### config.mk
export PLATFORM = sky130hd
export DESIGN_NAME = twt_target
export DESIGN_NICKNAME = d
export VERILOG_FILES = /design/src/rtl/twt_pkg.sv /design/src/rtl/twt_fifo.sv /design/src/rtl/twt_target.sv
export VERILOG_INCLUDE_DIRS = /design/src /design/src/rtl
export SDC_FILE = /design/constraint.sdc
export NUM_CORES = 1
export LEC_CHECK = 0
export ABC_AREA = 1
export ABC_CLOCK_PERIOD_IN_PS = 3000
export BUFFER_PORTS_ARGS = -buffer_cell sky130_fd_sc_hd__buf_2
export CORE_MARGIN = 2
export CORE_UTILIZATION = 55
export DETAILED_ROUTE_END_ITERATION = 8
export HOLD_SLACK_MARGIN = 0.1
export PLACE_DENSITY = 0.72
export SYNTH_ARGS = -nofsm -noshare
export SYNTH_HDL_FRONTEND = slang
export SYNTH_SLANG_ARGS = --single-unit
### constraint.sdc
create_clock -name i_sys_clk -period 3 [get_ports i_sys_clk]
set_input_delay 0.9 -clock i_sys_clk [delete_from_list [all_inputs] [get_ports i_sys_clk]]
set_output_delay 0.9 -clock i_sys_clk [all_outputs]
set_load 0.05 [all_outputs]
### src/rtl/twt_cfg.svh
// Constants for the two-wire target interface
`ifndef TWT_CFG_SVH
`define TWT_CFG_SVH
// ****************************************
// Timing
// ****************************************
`define TWT_CLK_MHZ 200
`define TWT_FILT_LS_NS 50
`define TWT_FILT_HS_NS 10
`define TWT_FILT_LS_CYC ((`TWT_FILT_LS_NS * `TWT_CLK_MHZ) / 1000)
`define TWT_FILT_HS_CYC ((`TWT_FILT_HS_NS * `TWT_CLK_MHZ) / 1000)
// ****************************************
// Addresses and codes
// ****************************************
`define TWT_ADDR_OPT0 7'h41
`define TWT_ADDR_OPT1 7'h42
`define TWT_ADDR_OPT2 7'h6A
`define TWT_ADDR_OPT3 7'h6B
`define TWT_ADDR_TEST 7'h49
`define TWT_GCALL_BYTE 8'h00
`define TWT_HS_CODE 5'h01
`define TWT_BYTE_BITS 4'h8
`define TWT_FIFO_DEPTH 8
`endif

### src/rtl/twt_pkg.sv
// Types for the two-wire target interface
package twt_pkg;
  // Bus engine states, one-hot
  typedef enum logic [4:0] {
    ST_IDLE = 5'b00001,
    ST_RX = 5'b00010,
    ST_ACK = 5'b00100,
    ST_TX = 5'b01000,
    ST_MACK = 5'b10000
  } twt_state_t;
  // Meaning of the byte being received
  typedef enum logic [1:0] {
    K_ADDR = 2'h0,
    K_PTR = 2'h1,
    K_DATA = 2'h2
  } twt_kind_t;
endpackage

### src/rtl/twt_fifo.sv
// Write FIFO between bus engine and register side
`timescale 1ns/1ps
module twt_fifo #(
  parameter int W = 16,
  parameter int D = 8
) (
  input wire logic i_sys_clk,
  input wire logic i_rst_n,
  input wire logic i_in_valid,
  output logic o_in_ready,
  input wire logic [W-1:0] i_in_data,
  output logic o_out_valid,
  input wire logic i_out_ready,
  output logic [W-1:0] o_out_data
);
  localparam int AW = (D > 1) ? $clog2(D) : 1;
  // Storage and pointers
  logic [W-1:0] mem_q [D];
  logic [AW-1:0] wp_q, wp_d, rp_q, rp_d;
  logic [AW:0] cnt_q, cnt_d;
  // Registered non-empty flag, drives the valid output
  logic valid_q;
  logic wr, rd;
  // ****************************************
  // Next pointers
  // ****************************************
  always_comb begin
    wr = i_in_valid && o_in_ready;
    rd = o_out_valid && i_out_ready;
    wp_d = wp_q;
    rp_d = rp_q;
    if (wr) begin
      wp_d = (wp_q == AW'(D - 1)) ? '0 : wp_q + 1'b1;
    end
    if (rd) begin
      rp_d = (rp_q == AW'(D - 1)) ? '0 : rp_q + 1'b1;
    end
    cnt_d = cnt_q + (AW+1)'(wr) - (AW+1)'(rd);
  end
  // Registers
  always_ff @(posedge i_sys_clk or negedge i_rst_n) begin
    if (!i_rst_n) begin
      wp_q <= '0;
      rp_q <= '0;
      cnt_q <= '0;
      valid_q <= 1'b0;
    end else begin
      wp_q <= wp_d;
      rp_q <= rp_d;
      cnt_q <= cnt_d;
      valid_q <= (cnt_d != '0);
    end
  end
  // Data array, no reset needed
  always_ff @(posedge i_sys_clk) begin
    if (wr) begin
      mem_q[wp_q] <= i_in_data;
    end
  end
  // Ready from count; valid straight from its flop
  assign o_in_ready = (cnt_q != (AW+1)'(D));
  assign o_out_valid = valid_q;
  assign o_out_data = mem_q[rp_q];
endmodule

### src/rtl/twt_target.sv
// Two-wire bus target engine with register access port
`timescale 1ns/1ps
`include "twt_cfg.svh"
// Operation
// - Target only, answers own 7-bit address
// - Transfers both ways up to 1MHz
// - SDA input; open-drain drive for ack/data
// - One bit per SCL period, sampled high
// - SDA fall/rise with SCL high: START/STOP
// - Repeated START restarts address reception
// - After STOP or miss, ignore SCL
// - Nine-bit packet; ack held low
// - Nack releases SDA through ninth clock
// - Bytes MSB first, then acknowledge
// - Multibyte values least significant byte first
// - Option 0 gives 0x41, 1 gives 0x42
// - Options 2,3 give 0x6A,0x6B; others nacked
// - Test address only while unlocked
// - Never stretch SCL
// - General call address left unacknowledged
// - Any rate zero to 1MHz
// - Power-up and STOP restore slow filters
// - High-speed code switches filter set
// - Register pointer byte follows write address
// - Data loaded at ack rising edge
// - Repeated START keeps filter setting
module twt_target #(
  parameter int FIFO_DEPTH = `TWT_FIFO_DEPTH,
  parameter int FILT_LS = `TWT_FILT_LS_CYC,
  parameter int FILT_HS = `TWT_FILT_HS_CYC
) (
  input wire logic i_sys_clk,
  input wire logic i_rst_n,
  input wire logic i_scl,
  input wire logic i_sda,
  output logic o_sda,
  output logic o_sda_oe,
  input wire logic [1:0] i_addr_opt,
  input wire logic i_test_unlock,
  output logic [7:0] o_rd_addr,
  input wire logic [7:0] i_rd_data,
  output logic o_wr_valid,
  input wire logic i_wr_ready,
  output logic [7:0] o_wr_addr,
  output logic [7:0] o_wr_data,
  output logic o_hs_mode
);
  import twt_pkg::*;

  // ****************************************
  // Address decode
  // ****************************************
  // True when the 7-bit address belongs to us
  function automatic logic addr_hit(input logic [6:0] a,
                                    input logic [1:0] opt,
                                    input logic unlock);
    logic [6:0] main;
    main = `TWT_ADDR_OPT0;
    unique case (opt)
      2'h0: main = `TWT_ADDR_OPT0;
      2'h1: main = `TWT_ADDR_OPT1;
      2'h2: main = `TWT_ADDR_OPT2;
      2'h3: main = `TWT_ADDR_OPT3;
    endcase
    return (a == main) || (unlock && a == `TWT_ADDR_TEST);
  endfunction

  // ****************************************
  // Input sync and glitch filters
  // ****************************************
  logic [1:0] pin_in;
  logic [1:0] s1_q, s2_q;
  logic [1:0] filt_q, filt_d, filt_p_q;
  logic [3:0] fcnt_q [2];
  logic [3:0] fcnt_d [2];
  logic hs_q, hs_d;
  logic [3:0] flim;

  assign pin_in = {i_sda, i_scl};
  assign flim = hs_q ? 4'(FILT_HS) : 4'(FILT_LS);

  genvar g;
  generate
    for (g = 0; g < 2; g++) begin : g_filt
      // Follow input only after it holds steady
      always_comb begin
        filt_d[g] = filt_q[g];
        fcnt_d[g] = 4'h0;
        if (s2_q[g] != filt_q[g]) begin
          fcnt_d[g] = fcnt_q[g] + 4'h1;
          if (fcnt_d[g] >= flim) begin
            filt_d[g] = s2_q[g];
            fcnt_d[g] = 4'h0;
          end
        end
      end
      // Two-flop sync then filter state
      always_ff @(posedge i_sys_clk or negedge i_rst_n) begin
        if (!i_rst_n) begin
          s1_q[g] <= 1'b1;
          s2_q[g] <= 1'b1;
          filt_q[g] <= 1'b1;
          filt_p_q[g] <= 1'b1;
          fcnt_q[g] <= 4'h0;
        end else begin
          s1_q[g] <= pin_in[g];
          s2_q[g] <= s1_q[g];
          filt_q[g] <= filt_d[g];
          filt_p_q[g] <= filt_q[g];
          fcnt_q[g] <= fcnt_d[g];
        end
      end
    end
  endgenerate

  // ****************************************
  // Edge and condition detect
  // ****************************************
  logic scl_f, sda_f, scl_rise, scl_fall;
  logic start_det, stop_det;
  assign scl_f = filt_q[0];
  assign sda_f = filt_q[1];
  // edge driven, any rate down to zero
  assign scl_rise = scl_f && !filt_p_q[0];
  assign scl_fall = !scl_f && filt_p_q[0];
  // SDA edges while SCL stays high
  assign start_det = scl_f && filt_p_q[0] && filt_p_q[1] && !sda_f;
  assign stop_det = scl_f && filt_p_q[0] && !filt_p_q[1] && sda_f;

  // ****************************************
  // Bus engine
  // ****************************************
  twt_state_t st_q, st_d;
  twt_kind_t kind_q, kind_d;
  logic [3:0] cnt_q, cnt_d;
  logic [7:0] sh_q, sh_d;
  logic [7:0] ptr_q, ptr_d;
  logic rw_q, rw_d;
  logic ack_q, ack_d;
  logic oe_q, oe_d;
  logic push;
  logic fifo_rdy;

  // Next state of the engine
  always_comb begin
    st_d = st_q;
    kind_d = kind_q;
    cnt_d = cnt_q;
    sh_d = sh_q;
    ptr_d = ptr_q;
    rw_d = rw_q;
    ack_d = ack_q;
    oe_d = oe_q;
    hs_d = hs_q;
    push = 1'b0;
    if (stop_det) begin
      st_d = ST_IDLE;
      oe_d = 1'b0;
      hs_d = 1'b0;
    end else if (start_det) begin
      st_d = ST_RX;
      kind_d = K_ADDR;
      cnt_d = 4'h0;
      rw_d = 1'b0;
      oe_d = 1'b0;
    end else begin
      unique case (st_q)
        ST_IDLE: begin
          st_d = ST_IDLE;
        end
        ST_RX: begin
          if (scl_rise) begin
            sh_d = {sh_q[6:0], sda_f};
            cnt_d = cnt_q + 4'h1;
          end else if (scl_fall && cnt_q == `TWT_BYTE_BITS) begin
            st_d = ST_ACK;
            ack_d = 1'b0;
            unique case (kind_q)
              K_ADDR: begin
                if (sh_q[7:3] == `TWT_HS_CODE) begin
                  hs_d = 1'b1;
                  st_d = ST_IDLE;
                end else if (sh_q != `TWT_GCALL_BYTE &&
                    addr_hit(sh_q[7:1], i_addr_opt,
                             i_test_unlock)) begin
                  ack_d = 1'b1;
                  rw_d = sh_q[0];
                end else begin
                  st_d = ST_IDLE;
                end
              end
              K_PTR: begin
                ack_d = 1'b1;
                ptr_d = sh_q;
              end
              default: begin
                // Full buffer answers with a nack
                ack_d = fifo_rdy;
              end
            endcase
            oe_d = ack_d && (st_d == ST_ACK);
          end
        end
        ST_ACK: begin
          if (scl_rise && ack_q && kind_q == K_DATA) begin
            // byte takes effect at ack rise
            push = 1'b1;
            ptr_d = ptr_q + 8'h01;
          end else if (scl_fall) begin
            oe_d = 1'b0;
            cnt_d = 4'h0;
            if (!ack_q) begin
              st_d = ST_IDLE;
            end else if (kind_q == K_ADDR && rw_q) begin
              st_d = ST_TX;
              sh_d = i_rd_data;
              oe_d = !i_rd_data[7];
              ptr_d = ptr_q + 8'h01;
            end else begin
              st_d = ST_RX;
              kind_d = (kind_q == K_ADDR) ? K_PTR : K_DATA;
            end
          end
        end
        ST_TX: begin
          if (scl_rise) begin
            cnt_d = cnt_q + 4'h1;
          end else if (scl_fall) begin
            if (cnt_q == `TWT_BYTE_BITS) begin
              st_d = ST_MACK;
              oe_d = 1'b0;
            end else begin
              sh_d = {sh_q[6:0], 1'b0};
              oe_d = !sh_q[6];
            end
          end
        end
        ST_MACK: begin
          if (scl_rise) begin
            // Controller ack asks for more
            ack_d = !sda_f;
          end else if (scl_fall) begin
            cnt_d = 4'h0;
            if (ack_q) begin
              st_d = ST_TX;
              sh_d = i_rd_data;
              oe_d = !i_rd_data[7];
              ptr_d = ptr_q + 8'h01;
            end else begin
              st_d = ST_IDLE;
            end
          end
        end
        default: begin
          st_d = ST_IDLE;
          oe_d = 1'b0;
        end
      endcase
    end
  end

  // Engine registers
  always_ff @(posedge i_sys_clk or negedge i_rst_n) begin
    if (!i_rst_n) begin
      st_q <= ST_IDLE;
      kind_q <= K_ADDR;
      cnt_q <= 4'h0;
      sh_q <= 8'h00;
      ptr_q <= 8'h00;
      rw_q <= 1'b0;
      ack_q <= 1'b0;
      oe_q <= 1'b0;
      hs_q <= 1'b0;
    end else begin
      st_q <= st_d;
      kind_q <= kind_d;
      cnt_q <= cnt_d;
      sh_q <= sh_d;
      ptr_q <= ptr_d;
      rw_q <= rw_d;
      ack_q <= ack_d;
      oe_q <= oe_d;
      hs_q <= hs_d;
    end
  end

  // ****************************************
  // Write buffer and outputs
  // ****************************************
  twt_fifo #(.W(16), .D(FIFO_DEPTH)) u_twt_fifo (
    .i_sys_clk(i_sys_clk),
    .i_rst_n(i_rst_n),
    .i_in_valid(push),
    .o_in_ready(fifo_rdy),
    .i_in_data({ptr_q, sh_q}),
    .o_out_valid(o_wr_valid),
    .i_out_ready(i_wr_ready),
    .o_out_data({o_wr_addr, o_wr_data})
  );

  // data line only ever pulled low
  assign o_sda = 1'b0;
  assign o_sda_oe = oe_q;
  assign o_rd_addr = ptr_q;
  assign o_hs_mode = hs_q;

  logic addr_end;
  assign addr_end = st_q == ST_RX && kind_q == K_ADDR && scl_fall &&
                    cnt_q == `TWT_BYTE_BITS;
endmodule

==> results.txt <==
----------------------------------------------------
[Synthesis]
  Fraction of the yosys area taken by sequential cells ... 0.626
  Number of synthesized flops with an enable pin ... 128
  Post-synthesis mux area share ... 0
  Area share of xor/xnor cells in the synthesized design ... 0.0155
  Top cells by count, synth ... nor2_1 (147), nand2_1 (138), edfxtp_1 (128)
  Area share of and/or/nand/nor cells after synthesis ... 0.194
  Dominant combinational cell family by area after synthesis ... simple AND/OR/NAND/NOR gates
  Compound-gate portion of the synthesized area ... 0.0900
  Yosys warnings ... 0
  Number of unique standard cell types used by synthesis ... 41
  Post-Synthesis Cells ... 829
  Cell accounting for the most synthesized area ... edfxtp_1
  Cell area after synthesis ... 0.00848 sq mm
  Seq cells post-synth ... 186
  Post-Synth Adder-Cell Area ... 0.0333
  Cells taking the most area after synthesis ... edfxtp_1 (45%), dfrtp_1 (14%), nor2_1 (6.5%), nand2_1 (6.1%), o21ai_0 (5.2%)
  Top_reg_cell synth ... edfxtp_1
  Syn Nets ... 867
  Count leader, synth ... nor2_1
  Average size of a mapped cell ... 10.2 sq um
  Share of flip-flops with an asynchronous set or reset ... 0.312
  Share of Yosys cell area claimed by the top area cell type ... 0.453

[Clocking]
  TritonCTS clock tree ... built
  Buffer cell driving the clock tree root ... clkbuf_16
  Clock latency at the later pin of the worst-skew pair ... 0.43 ns
  Post CTS Setup Buffer Count ... 0
  Clock buffer count from CTS ... 17
  Total number of H-tree levels ... 4
  Clock transition at the registers of the reported paths ... 0.07 ns
  Total number of clock tree sinks ... 186
  Max Root-Sink Buffers ... 2
  Number of buffers inserted for hold repair after clock tree synthesis ... 0

[Routing]
  Routed met2 length ... 9420 um
  Routed wire length per instance ... 17.5 um
  Met3 wirelength from detailed routing ... 936 um
  Uppermost layer routed ... met4
  Vias per std cell ... 5.65
  Total wirelength of the detailed-routed design ... 18900 um
  Drt first pass iters ... 5
  Met1 Routed Length ... 7970 um
  Residual antenna-violating net count after detailed routing ... 0
  Initial DRC count ... 634
  Total number of vias ... 6111
  Residual DRC count ... 0

[Run]
  Max-cap viol count ... 0

[Global route]
  Initial antenna violation count ... 0
  Wire length of the first global-routing pass ... 30300 um
  Pin count of the biggest net entering global routing ... 49
  Vias in the first global route ... 6124
  Overall global routing resource usage ... 0.244
  Total grt overflow ... 0

[STA]
  Fin crit share ... 0.965
  Setup skew after layout ... 0.00821 ns
  Final Worst Setup Slack ... 0.105 ns
  Hold slack ... 0.358 ns
  Setup repair after global routing missed its margin ... false
  Max-slew violation total from the final report ... 0
  Setup tns final ... 0 ns
  Final number of hold-violating endpoints ... 0
  Worst slew pin tran ... 0.545 ns
  Fin crit period ... 2.89 ns
  Highest Clock Rate ... 345 MHz
  Relative slew margins ... 0.637
  Number of failing setup endpoints in the final timing report ... 0

[Worst setup path]
  Ordered cell list for the critical path ... inv_1 > buf_12 > nor2_1 > o22ai_1 > nor2_1 > a31oi_1 > buf_2
  Critical path start-end classification ... register to output port
  Crit path DAT ... 1.99 ns
  Reg-to-Reg Start ... st_q[4]$_DFFE_PN0P_
  Required @ worst endpoint ... 2.10 ns
  Critical path endpoint category ... output port
  Critical path's largest stage delay ... 0.44 ns
  Number of buffer and inverter instances along the worst setup path ... 3
  Critical path's slowest cell ... dfrtp_2
  Crit-path max FO ... 48
  Start point of the critical path ... u_twt_fifo.rp_q[0]$_DFFE_PN0P_
  Most frequent cell on the critical path ... nor2_1
  Reg2reg path depth ... 11
  Critical path depth ... 7
  CP startpoint kind ... register
  Cell class contributing the biggest share of worst-path delay ... buffers and inverters

[Floorplanning]
  Floorplan row count ... 45
  Die Span Y ... 128 um
  Die Area ... 0.0164 sq mm
  Area of the placeable core ... 0.0151 sq mm
  DIE WIDTH ... 128 um
  Num ports ... 44
  Starting density of the core ... 0.560

[Worst hold path]
  Path type of the worst min-delay path ... register to register
  Startpoint of the worst hold path ... s1_q[0]$_DFF_PN1_
  Number of stages on the worst hold path ... 0

[Final layout]
  Post-layout instance area ... 0.00970 sq mm
  Signed area change from the synthesized netlist to the final layout ... 14.3%
  Post-Route Utilization ... 0.640
  Number of standard cells in the final layout excluding fillers ... 1081
  Antenna Diode Count ... 0
  Fraction of layout cells with a size suffix above 1 ... 0.155
  Nets@finish ... 919
  Total of fill cells in the finished design ... 1174

[Placed design]
  Quantity of I/O buffers inserted on ports ... 42
  Post-DP HPWL ... 12500 um
  Placement Setup Slack ... 0.374 ns
  Cell area after placement ... 0.00903 sq mm
  Placed cells ... 1050
  Placer's final routability congestion estimate ... 0.944

[Power and ir drop]
  Total Power Consumption ... 8.03 mW
  Leakage power ... 4.27 nW
  Power density over the cells ... 828 mW/mm^2
  Max VDD drop ... 0.389 mV

[Status]
  Result of the run ... finished clean

----------------------------------------------------
worst register-to-register path: cells and delay by family, from the launching register on:
family / cells / cell delay, ns
simple gates: 6 / 0.92
buf+inv: 2 / 0.25
xor+xnor: 1 / 0.16
fa+ha+maj: 2 / 0.64
flops: 1 / 0.41
cells by family (layout without fill, tap and decap cells):
kind of cell / Yosys count / in the layout
and+or+nand+nor: 377 / 377
DFF: 186 / 186
AOI/OAI and AO/OA: 139 / 139
buffers and inverters: 89 / 153
adders and majority gates: 22 / 22
xor gates and xnor gates: 15 / 15
other: 1 / 1
path summary, 6_finish.rpt:
kind / to / slack [ns]
min in group asynchronous: st_q[3]$_DFFE_PN0P_ / 0.44
setup reg to reg: u_twt_fifo.o_out_valid$_DFF_PN0_ / 0.50
hold reg to reg: s2_q[0]$_DFF_PN1_ / 0.36
max in group asynchronous: s2_q[1]$_DFF_PN1_ / 1.91
hold / removal: s2_q[0]$_DFF_PN1_ / 0.36
setup / recovery: o_wr_addr[4] / 0.11
routing by layer:
| metal | vias to the layer above | track usage |
|---|---|---|
| met2 | 187 | 0.420 |
| met1 | 2945 | 0.300 |
| met3 | 43 | 0.0459 |
| li1 | 2936 | - |
| met4 | 0 | 0.111 |
| met5 | - | 0 |
what timing repair did:
| action | in CTS | in global routing |
|---|---|---|
| setup endpoints to repair | 0 | 6 |
| hold endpoints to repair | 0 | 0 |
| gates resized for setup | 0 | 11 |
placed cells by master, fill, tap and decap left out, types with 2 or more instances in the layout:
cell type,Yosys,layout
nor2_1,147,147
nand2_1,138,138
edfxtp_1,128,128
o21ai_0,88,88
inv_1,55,55
nand3_1,48,48
dfrtp_1,49,48
buf_2,4,35
ha_1,21,21
clkbuf_16,0,17
buf_4,1,17
o22ai_1,16,16
a31oi_1,16,15
dfstp_2,9,9
xor2_1,8,8
nor3_1,16,8
nor3_2,0,8
xnor2_1,7,7
nor2_4,7,7
inv_2,7,7
nor2_2,6,6
a21oi_1,6,6
o31ai_1,4,4
nor3b_1,4,4
bufinv_16,0,4
clkbuf_4,0,4
buf_12,0,4
nand4_1,3,3
nand2_4,3,3
o21ai_1,3,3
clkinv_4,0,3
inv_8,0,3
inv_6,0,2
clkinvlp_4,0,2
power by group:
group	internal [mW]	switching (mW)	total, mW
Clock	1.42	0.994	2.41
Sequential	2.84	0.0832	2.93
Combinational	0.831	1.86	2.69
final cells by class:
| type | count | area, sq um | share of cell area |
|---|---|---|---|
| Clock buffer | 17 | 425 | 0.0439 |
| Multi-Input combinational cell | 554 | 2870 | 0.296 |
| Clock inverter | 14 | 213 | 0.0219 |
| Inverter | 62 | 233 | 0.0240 |
| Sequential cell | 186 | 5310 | 0.547 |
| Tap cell | 188 | 235 | 0.0243 |
| Timing Repair Buffer | 60 | 413 | 0.0426 |
state kept, by name (all words and copies together) (netlist names), 2 cells and up:
register and cells:
st_q 5, s1_q 2, kind_q 2, sh_q 8
u_twt_fifo.rp_q 3, o_rd_addr 8, cnt_q 4, filt_p_q 2
u_twt_fifo.wp_q 3, fcnt_q 8, u_twt_fifo.mem_q 128, s2_q 2
u_twt_fifo.cnt_q 4
Note: power is estimated with default switching activity, not from simulation.
